### src/logic/tics_defs.svh
// constants for the transmit input clock select block
// Functional notes
// [RULE_01] mid select: own clock captures character
// [RULE_02] high select: channel A clock for all
// [RULE_03] host avoids mid/high with half rate
// [RULE_04] low select ignores per-channel clocks
// [RULE_05] host input clocks match reference frequency
// [RULE_06] phase adjusts while reset low, else fixed
// [RULE_07] half rate samples both reference edges
// [RULE_08] floating select reads as middle level
// [RULE_09] pll multiplier twenty high, ten low
// [RULE_10] low select: reference clock captures all
// [RULE_11] host holds phase reset low two edges
// [RULE_12] phase reset ignored when both selects low
// [RULE_13] phase buffer neither drops nor duplicates; code drops captures while the buffer is full
`ifndef TICS_DEFS_SVH
`define TICS_DEFS_SVH
`define TICS_SEL_LOW 2'h0
`define TICS_SEL_MID 2'h1
`define TICS_SEL_HIGH 2'h2
`define TICS_SEL_FLOAT 2'h3
`define TICS_MULT_HIGH 5'h14
`define TICS_MULT_LOW 5'h0a
`define TICS_RESET_CHAR 11'h000
`endif

### src/logic/tics_pkg.sv
// types for the transmit input clock select block
package tics_pkg;
	typedef struct packed {
		logic parity;
		logic [9:0] data;
	} tics_char_t;
	typedef enum logic [1:0] {
		TICS_SRC_REF,
		TICS_SRC_OWN,
		TICS_SRC_CHA
	} tics_src_t;
endpackage

### src/logic/tics_top.sv
// transmit input clock select, capture and phase-align buffering
`timescale 1ns/1ns
`include "tics_defs.svh"
module tics_top #(
	parameter int NCH = 4
) (
	// clock and reset
	input wire logic mclk,
	input wire logic reset,
	// static configuration pins
	input wire logic [1:0] tx_clock_source_select,
	input wire logic tx_pll_rate_select,
	input wire logic tx_phase_align_reset_n,
	// clock pins
	input wire logic reference_clock_input,
	input wire logic [NCH-1:0] per_channel_tx_input_clock,
	// character inputs
	input wire logic [NCH*10-1:0] tx_character_input,
	input wire logic [NCH-1:0] tx_odd_parity_input,
	// character stream out, on the reference character rate
	output tics_pkg::tics_char_t [NCH-1:0] out_char,
	output logic [NCH-1:0] out_valid,
	input wire logic [NCH-1:0] out_ready,
	output logic [NCH-1:0] in_stall,
	// status
	output logic [4:0] pll_multiplier,
	output logic phase_locked,
	output logic [1:0] active_source
);
	import tics_pkg::*;

	// two-stage synchronisers for all pins except reset and out_ready
	logic [NCH-1:0] tclk_s1_ff, tclk_s2_ff, tclk_d_ff;
	logic rclk_s1_ff, rclk_s2_ff, rclk_d_ff;
	logic rst_s1_ff, rst_s2_ff, rate_s1_ff, rate_s2_ff;
	logic [1:0] sel_s1_ff, sel_s2_ff;
	tics_char_t [NCH-1:0] din_s1_ff, din_s2_ff;

	// channel clock pins, third flop for edge finding
	always_ff @(posedge mclk) begin
		tclk_s1_ff <= per_channel_tx_input_clock;
		tclk_s2_ff <= tclk_s1_ff;
		tclk_d_ff <= tclk_s2_ff;
	end

	// reference clock pin, third flop for edge finding
	always_ff @(posedge mclk) begin
		rclk_s1_ff <= reference_clock_input;
		rclk_s2_ff <= rclk_s1_ff;
		rclk_d_ff <= rclk_s2_ff;
	end

	// phase-align reset pin
	always_ff @(posedge mclk) begin
		rst_s1_ff <= tx_phase_align_reset_n;
		rst_s2_ff <= rst_s1_ff;
	end

	// rate select pin
	always_ff @(posedge mclk) begin
		rate_s1_ff <= tx_pll_rate_select;
		rate_s2_ff <= rate_s1_ff;
	end

	// clock source select pin
	always_ff @(posedge mclk) begin
		sel_s1_ff <= tx_clock_source_select;
		sel_s2_ff <= sel_s1_ff;
	end

	genvar g;
	generate
		for (g = 0; g < NCH; g++) begin : g_din
			always_ff @(posedge mclk) begin
				din_s1_ff[g] <= {tx_odd_parity_input[g], tx_character_input[g*10 +: 10]};
				din_s2_ff[g] <= din_s1_ff[g];
			end
		end
	endgenerate

	// decode of the three-level select
	tics_src_t src;
	always_comb begin
		case (sel_s2_ff)
			`TICS_SEL_LOW: src = TICS_SRC_REF;
			`TICS_SEL_HIGH: src = TICS_SRC_CHA;
			`TICS_SEL_MID: src = TICS_SRC_OWN;
			default: src = TICS_SRC_OWN; // RULE_08
		endcase
	end

	logic ref_rise, ref_fall;
	logic [NCH-1:0] own_rise;
	assign ref_rise = rclk_s2_ff & ~rclk_d_ff;
	assign ref_fall = ~rclk_s2_ff & rclk_d_ff;
	assign own_rise = tclk_s2_ff & ~tclk_d_ff;

	// half rate applies only with reference sourcing
	logic half_rate;
	assign half_rate = rate_s2_ff && (src == TICS_SRC_REF);

	// reference character strobe drives the drain side
	logic char_tick;
	assign char_tick = ref_rise | (half_rate & ref_fall); // RULE_07

	// phase-align reset, ignored when buffer bypassed
	logic bypass, align;
	assign bypass = (src == TICS_SRC_REF) && !rate_s2_ff;
	assign align = !rst_s2_ff && !bypass; // RULE_12 RULE_06

	// per channel capture strobe and two-entry buffer
	logic [NCH-1:0] full_any;
	generate
		for (g = 0; g < NCH; g++) begin : g_ch
			logic cap;
			tics_char_t mem_ff [2];
			logic wp_ff, rp_ff;
			logic [1:0] cnt_ff;
			logic push, pop;
			always_comb begin
				case (src)
					TICS_SRC_REF: cap = char_tick; // RULE_10 RULE_04
					TICS_SRC_OWN: cap = own_rise[g]; // RULE_01
					TICS_SRC_CHA: cap = own_rise[0]; // RULE_02
					default: cap = 1'b0;
				endcase
			end
			// no push while full, so nothing is overwritten or duplicated
			assign push = cap && !align && (cnt_ff != 2'h2); // RULE_13
			assign pop = out_valid[g] && out_ready[g];
			// write pointer
			always_ff @(posedge mclk) begin
				if (reset || align) begin
					wp_ff <= 1'b0;
				end else if (push) begin
					wp_ff <= ~wp_ff;
				end
			end

			// storage, contents meaningless until counted
			always_ff @(posedge mclk) begin
				if (push) begin
					mem_ff[wp_ff] <= din_s2_ff[g];
				end
			end

			// read pointer
			always_ff @(posedge mclk) begin
				if (reset || align) begin
					rp_ff <= 1'b0;
				end else if (pop) begin
					rp_ff <= ~rp_ff;
				end
			end

			// occupancy
			always_ff @(posedge mclk) begin
				if (reset || align) begin
					cnt_ff <= 2'h0;
				end else begin
					cnt_ff <= cnt_ff + {1'b0, push} - {1'b0, pop};
				end
			end

			// valid rises on a drain strobe, holds while stalled
			always_ff @(posedge mclk) begin
				if (reset || align) begin
					out_valid[g] <= 1'b0;
				end else if (!out_valid[g] || out_ready[g]) begin
					out_valid[g] <= (cnt_ff - {1'b0, pop}) != 2'h0 && char_tick;
				end
			end

			// oldest entry, skipping the one leaving now
			always_ff @(posedge mclk) begin
				if (reset || align) begin
					out_char[g] <= `TICS_RESET_CHAR;
				end else if (!out_valid[g] || out_ready[g]) begin
					out_char[g] <= pop ? mem_ff[~rp_ff] : mem_ff[rp_ff];
				end
			end
			assign full_any[g] = (cnt_ff == 2'h2);
		end
	endgenerate

	// multiplier status
	always_ff @(posedge mclk) begin
		if (reset) begin
			pll_multiplier <= `TICS_MULT_LOW;
		end else begin
			pll_multiplier <= rate_s2_ff ? `TICS_MULT_HIGH : `TICS_MULT_LOW; // RULE_09
		end
	end

	// lock status, high whenever not aligning
	always_ff @(posedge mclk) begin
		if (reset) begin
			phase_locked <= 1'b0;
		end else begin
			phase_locked <= !align; // RULE_06
		end
	end

	// decoded source status
	always_ff @(posedge mclk) begin
		if (reset) begin
			active_source <= 2'h0;
		end else begin
			active_source <= src;
		end
	end

	// buffer full status, registered one cycle behind the full count that drops captures
	always_ff @(posedge mclk) begin
		if (reset) begin
			in_stall <= '0;
		end else begin
			in_stall <= full_any;
		end
	end
endmodule

### config.mk
export PLATFORM = sky130hd
export DESIGN_NAME = tics_top
export DESIGN_NICKNAME = d
export VERILOG_FILES = /design/src/logic/tics_pkg.sv /design/src/logic/tics_top.sv
export VERILOG_INCLUDE_DIRS = /design/src /design/src/logic
export SDC_FILE = /design/constraint.sdc
export NUM_CORES = 1
export LEC_CHECK = 0
export BUFFER_PORTS_ARGS = -buffer_cell sky130_fd_sc_hd__buf_2
export CORE_MARGIN = 2
export CORE_UTILIZATION = 50
export CTS_BUF_LIST = sky130_fd_sc_hd__clkbuf_4 sky130_fd_sc_hd__clkbuf_8
export DETAILED_ROUTE_END_ITERATION = 8
export PLACE_DENSITY = 0.74
export SLEW_MARGIN = 10
export SYNTH_ARGS = -nofsm -noshare
export SYNTH_HDL_FRONTEND = slang
export SYNTH_SLANG_ARGS = --single-unit
### constraint.sdc
create_clock -name mclk -period 2.1 [get_ports mclk]
set_input_delay 0.42 -clock mclk [delete_from_list [all_inputs] [get_ports mclk]]
set_output_delay 0.42 -clock mclk [all_outputs]
set_load 0.05 [all_outputs]
Word-level counts from Yosys, hierarchy flattened
Memories as Yosys holds them, arrays and structs flattened. A register that Yosys moved wholly into a read port is not among the register bits.
Index checks and enable logic that the tools add are counted.
Storage, ports and cells
  flip-flop bits (word level): 187
  memory bits (writable): 88
  input port bits: 59
  output and inout port bits: 60
  logic and storage cells: 164
  memories kept: 4
Cells by class
  $add $sub $neg: 12
  equal/unequal tests: 11
  mux-type cells: 26
  bitwise operators: 16
  reductions and logical operators: 39
Memory list
  g_ch[0].mem_ff: words 2, bits a word 11, read ports 2, clocked after memory_dff 1, write ports 1, RTL line tics_top.sv:116  | tics_char_t mem_ff [2];
  g_ch[1].mem_ff: words 2, bits a word 11, read ports 2, clocked after memory_dff 1, write ports 1, RTL line tics_top.sv:116
  g_ch[2].mem_ff: words 2, bits a word 11, read ports 2, clocked after memory_dff 1, write ports 1, RTL line tics_top.sv:116
  g_ch[3].mem_ff: words 2, bits a word 11, read ports 2, clocked after memory_dff 1, write ports 1, RTL line tics_top.sv:116
Operators with widths (count)
  11-bit two-way mux: 4
  1-bit logical AND: 19
  1-bit two-way mux: 16
  2-bit by 1-bit subtractor with 2-bit output: 8
  2-bit equality test, second input constant: 6
  1-bit NOT: 10
  1-bit case mux with 3 select lines: 3
  2-bit by 1-bit adder with 2-bit output: 4
  1-bit logical NOT: 8
  2-bit != test, second input constant: 4
  2-bit nonzero test: 4
  1-bit logical OR: 5
  5-bit two-way mux: 1
  4-bit bitwise AND: 1
  2-bit logical NOT: 2
  4-bit NOT: 1
  2-bit case mux with 2 select lines: 1
  1-bit bitwise AND: 3
  2-bit by 1-bit equality test with 1-bit output, second input constant: 1
  1-bit case mux with 2 select lines: 1
  2-bit OR reduction: 1
  1-bit bitwise OR: 1

Longest topological paths before layout
  depth in word-level cells: 11
  mapped depth: 11
  depth with buffers taken out: 10

Worst setup path before layout
Ideal clock, no wire load.
  path kind: register to register
  from: register sel_s2_ff[0]
  to: register g_ch[2].cnt_ff[1]
  data arrival time: 1875 ps
  data required time: 1972 ps
  setup slack: 97 ps
  stages on the path, launching flop included: 12
  path buffers: 1
  clock period less this slack: 2003 ps
  path through: dfxtp_1 clkbuf_1 nor3_2 o21a_1 o211a_1 inv_1 ha_1 inv_1 ha_1 xor2_1 xnor2_1 nor2_1
On the way
  cells in the longest elaborated chain, start to end: 11
  elaborated cells on any way between the ends: 19
  classes of those cells: add/sub (2); eq/ne (3); mux (2); bitwise (2); reduce/logical (10)
Ends and longest elaborated chain
  start, declared: RTL line tics_top.sv:36  | logic [1:0] sel_s1_ff, sel_s2_ff;
  start signal, assigned: RTL line tics_top.sv:68  | sel_s2_ff <= sel_s1_ff;
  2-bit equality test / 2-bit logical NOT (equally long branches): RTL line tics_top.sv:84  | case (sel_s2_ff)
  2-bit case mux with 2 select lines (*): RTL line tics_top.sv:84
  2-bit logical NOT: RTL line tics_top.sv:100, tics_top.sv:108, tics_top.sv:121
  1-bit logical AND (on tied branches): RTL line tics_top.sv:100, tics_top.sv:108
  1-bit bitwise AND / 1-bit logical NOT (equally long branches): RTL line tics_top.sv:104, tics_top.sv:109
  1-bit bitwise OR / 1-bit logical AND (equally long branches): RTL line tics_top.sv:104, tics_top.sv:109
  1-bit case mux with 3 select lines / 1-bit logical NOT (equally long branches): RTL line tics_top.sv:121, tics_top.sv:129
  1-bit logical AND (2 in a row): RTL line tics_top.sv:129  | assign push = cap && !align && (cnt_ff != 2'h2);
  2-bit by 1-bit adder with 2-bit output: RTL line tics_top.sv:161  | cnt_ff <= cnt_ff + {1'b0, push} - {1'b0, pop};
  2-bit by 1-bit subtractor with 2-bit output: RTL line tics_top.sv:161
  end signal, assigned: RTL line tics_top.sv:161
  end, declared: RTL line tics_top.sv:118  | logic [1:0] cnt_ff;
Every way passes the cells marked *; elsewhere a longest branch is shown, timed or not.
A chain may end at the register's enable or synchronous reset.

Worst setup path after layout
  from: register rclk_s2_ff
  to: register g_ch[1].cnt_ff[1]
On the way
  cells in the longest elaborated chain, start to end: 9
  elaborated cells on any way between the ends: 10
  classes of those cells: add/sub (2); mux (1); bitwise (5); reduce/logical (2)
Ends and longest elaborated chain
  start, declared: RTL line tics_top.sv:34  | logic rclk_s1_ff, rclk_s2_ff, rclk_d_ff;
  start signal, assigned: RTL line tics_top.sv:49  | rclk_s2_ff <= rclk_s1_ff;
  1-bit NOT: RTL line tics_top.sv:95  | assign ref_fall = ~rclk_s2_ff & rclk_d_ff;
  1-bit bitwise AND: RTL line tics_top.sv:95
  1-bit bitwise AND: RTL line tics_top.sv:104  | assign char_tick = ref_rise | (half_rate & ref_fall);
  1-bit bitwise OR (*): RTL line tics_top.sv:104
  1-bit case mux with 3 select lines (*): RTL line tics_top.sv:121  | case (src)
  1-bit logical AND (*) (2 in a row): RTL line tics_top.sv:129
  2-bit by 1-bit adder with 2-bit output (*): RTL line tics_top.sv:161
  2-bit by 1-bit subtractor with 2-bit output (*): RTL line tics_top.sv:161
  end signal, assigned: RTL line tics_top.sv:161
  end, declared: RTL line tics_top.sv:118
Marks and branches as above.

==> implementation parameters <==
Parameter                              Value

Worst setup path
  Required time at the endpoint of the critical path    2.49 ns
  Top fanout value on the critical path    3
  Category of the worst setup path capture point    flip-flop
  Path depth of the worst reg2reg path    10
  Reg-to-reg critical path endpoint    g_ch[1].cnt_ff[1]
  Worst setup path endpoint    g_ch[1].cnt_ff[1]
  Crit path launch    rclk_s2_ff
  Register-to-register setup slack    0.003 ns
  Worst r2r src    rclk_s2_ff
  Nature of the critical path startpoint    flip-flop
  Data arrival at the endpoint of the critical path    2.48 ns
  Kind of critical path    flip-flop to flip-flop

Final layout
  Most frequent standard cell in the layout excluding fill and tap cells    sky130_fd_sc_hd__dfxtp_1
  Utilization after layout    0.6515
  Share of post-route cells with drive strength above 1    0.3116
  Multi-input logic area    2286 um2
  Area added between synthesis and finish    28.07%
  Filler cell count    1246
  Most used cells in the layout excluding fill and tap cells    sky130_fd_sc_hd__dfxtp_1, sky130_fd_sc_hd__buf_2, sky130_fd_sc_hd__edfxtp_1
  Final #Nets    890
  FF+latch area    6410 um2
  Number of cells in the finished layout apart from fillers    1083

Synth
  Most area-consuming cells after synthesis    sky130_fd_sc_hd__dfxtp_1, sky130_fd_sc_hd__edfxtp_1, sky130_fd_sc_hd__mux2i_1, sky130_fd_sc_hd__a211oi_1, sky130_fd_sc_hd__a211oi_2
  Yosys top cell area share    0.4292
  Share of the yosys chip area belonging to registers    0.7306
  Mean area per synthesized cell    14.23 um2
  Cell variety after synth    36
  Cells after Synth    616
  Combined area of all synthesized cells    8768 um2
  Cell accounting for the most synthesized area    sky130_fd_sc_hd__dfxtp_1
  Post-Synthesis Net Count    683
  Warnings from Yosys    0
  Post-synthesis sequential element count    276

Route
  Total number of vias    5151
  WL final    15540 um
  Via count normalized by instance count    4.756
  Wirelength per Cell    14.35 um
  Post-detailed-route DRC marker count    0
  Iteration-0 DRC Markers    169
  Post-route ant nets    0
  Total iterations of the first detailed-routing run    4

Pwr
  Static Leak    4.584 nW
  Worst supply voltage drop on vdd    0.6988 mV
  Power Density    982.9 nW/um2

Floorplan
  Top Ports    119
  Die Span Y    136.4 um
  Number of cell rows    48
  Die ar.    18610 um2
  Core region area    17240 um2
  Chip Width    136.4 um
  Starting utilization of the core area    0.5087

Clock tree
  Register clock-pin slew on the reported worst setup and hold paths    0.06 ns
  H-tree Lvls    2
  Clock sinks    276
  Clock tree from TritonCTS    built
  Clock latency on the worst-skew pair    0.51 ns
  Cell chosen for the clock root    sky130_fd_sc_hd__clkbuf_8
  Number of buffers inserted during clock tree synthesis    42
  Max clock buf depth    3

Global route
  Wire length of the first global-routing pass    24310 um
  Tot GR Track Use    0.1667
  Total global routing overflow    0
  Via count of the first global-routing pass    5260
  Number of antenna violations at the first check in global routing    1
  Pin count of the biggest net entering global routing    31

STA
  Number of hold violations in the final report    0
  Slew HR    0.6456
  Unrepaired setup endpoints after global routing    true
  Setup skew after layout    0.01666 ns
  Slew at the pin closest to its max-slew limit    0.5316 ns
  Share of the clock period used by the worst path    0.9984
  Highest clock frequency the design can meet    476.9 MHz
  Setup violations, final    0
  Max Slew Vio Count    0
  Fin crit period    2.097 ns
  Setup_tns    0 ns

Place
  Detailed-placement wirelength estimate    9954 um
  RePlAce Congestion    0.8076
  Placed cells    945
  Count of input and output buffers    117

Job
  Max_cap viols    0

Status
  Status    finished clean

Min path
  Number of cells traversed by the worst hold path    1
  Class of the tightest hold or removal check    input pin to flip-flop
==> cells by family (layout without fill, tap and decap cells) <==
group / after synthesis / count (layout) / share of synthesized area
AO/OA/AOI/OAI: 98 / 98 / 0.08804
XOR/XNOR: 16 / 16 / 0.01598
adder cells (fa/ha/maj): 8 / 8 / 0.01142
buffers and inverters: 47 / 288 / 0.02426
flip-flops: 276 / 276 / 0.7306
multiplexers: 51 / 51 / 0.06393
other: 1 / 2 / 0.0004277
AND/OR/NAND/NOR: 119 / 119 / 0.06535
==> cell usage after synthesis, drive strengths merged <==
cell type	instances
a2111o	1
edfxtp	88
ha	8
and2	8
conb	1
nor3	1
o31a	1
or2	1
clkbuf	13
o21bai	5
xor2	12
nand2	23
dfxtp	188
o211a	3
buf	16
nor2b	19
a21oi	6
nor2	51
a21boi	3
nand2b	15
a211oi	59
xnor2	4
mux2i	51
o31ai	1
and3b	1
o21a	1
o21ai	18
inv	18
==> report_power, final <==
group | leakage, nW | internal, mW | switching, mW | total [mW]
combinational | 1.73 | 0.271 | 0.418 | 0.689
clock | 0.483 | 2.63 | 1.87 | 4.49
sequential | 2.37 | 5.76 | 0.0981 | 5.85
==> area by class of cell <==
type,count,area share
Sequential cell,276,0.5708
Multi-Input combinational cell,293,0.2036
Timing Repair Buffer,192,0.1134
Clock buffer,67,0.07376
Tap cell,225,0.02507
Clock inverter,11,0.006908
Inverter,18,0.006240
Antenna cell,1,0.0002228
==> worst min-delay path by stage <==
stage               slack, ns       endpoint                   from
floorplan                0.31   din_s2_ff[0]           din_s1_ff[0]
global placement         0.31  din_s2_ff[34]          din_s1_ff[34]
detailed placement       0.31  din_s2_ff[38]          din_s1_ff[38]
CTS                    0.0008   din_s1_ff[7]  tx_character_input[7]
global route           0.0002   din_s1_ff[7]  tx_character_input[7]
finish                   0.03   din_s1_ff[7]  tx_character_input[7]
==> critical path: stages, from the launching register on <==
cell	delay (ns)
sky130_fd_sc_hd__dfxtp_2	0.34
sky130_fd_sc_hd__and3b_2	0.22
sky130_fd_sc_hd__o31a_1	0.33
sky130_fd_sc_hd__o211a_1	0.26
sky130_fd_sc_hd__inv_2	0.09
sky130_fd_sc_hd__ha_4	0.20
sky130_fd_sc_hd__inv_2	0.06
sky130_fd_sc_hd__ha_4	0.13
sky130_fd_sc_hd__xor2_2	0.15
sky130_fd_sc_hd__xnor2_1	0.13
sky130_fd_sc_hd__nor2_1	0.06
==> what timing repair did <==
action / in CTS / in global routing
gates resized for setup: 5 / 27
hold buffers: 47 / 3
pin swaps: 6 / 16
endpoints found under the hold margin: 47 / 3
buffers inserted: 1 / 8
setup endpoints to repair: 4 / 4
==> layer usage <==
layer  global-route usage  vias to the layer above  wire length [um]
li1                     -                     2578                 -
met1               0.1912                     2431              6463
met2               0.2915                      113              8057
met3              0.04512                       29               686
met4              0.07350                        0               336
met5                    0                        -                 0
==> registers in the layout, summed over array words and instances, names as in the netlist, 2 cells and up, named ones only <==
register        count
g_ch.mem_ff        88
din_s1_ff          44
din_s2_ff          44
out_char           44
g_ch.cnt_ff         8
g_ch.rp_ff          4
g_ch.wp_ff          4
in_stall            4
out_valid           4
tclk_d_ff           4
tclk_s1_ff          4
tclk_s2_ff          4
active_source       2
pll_multiplier      2
sel_s1_ff           2
sel_s2_ff           2
==> through the flow <==
| step | cell area [um2] | setup WS [ns] | hold slack (ns) | power (mW) |
|---|---|---|---|---|
| floorplan | 8768 | 0.09701 | 0.3096 | 6.334 |
| global placement | 9618 | 0.08099 | 0.3098 | 6.509 |
| detailed placement | 9618 | -0.03466 | 0.3121 | 6.540 |
| CTS | 11010 | 0.003246 | 0.0007612 | 11.14 |
| global route | 11230 | -0.09587 | 0.0001503 | 11.48 |
| finish | 11230 | 0.003267 | 0.02920 | 11.04 |
Note: power is estimated with default switching activity, not from simulation.
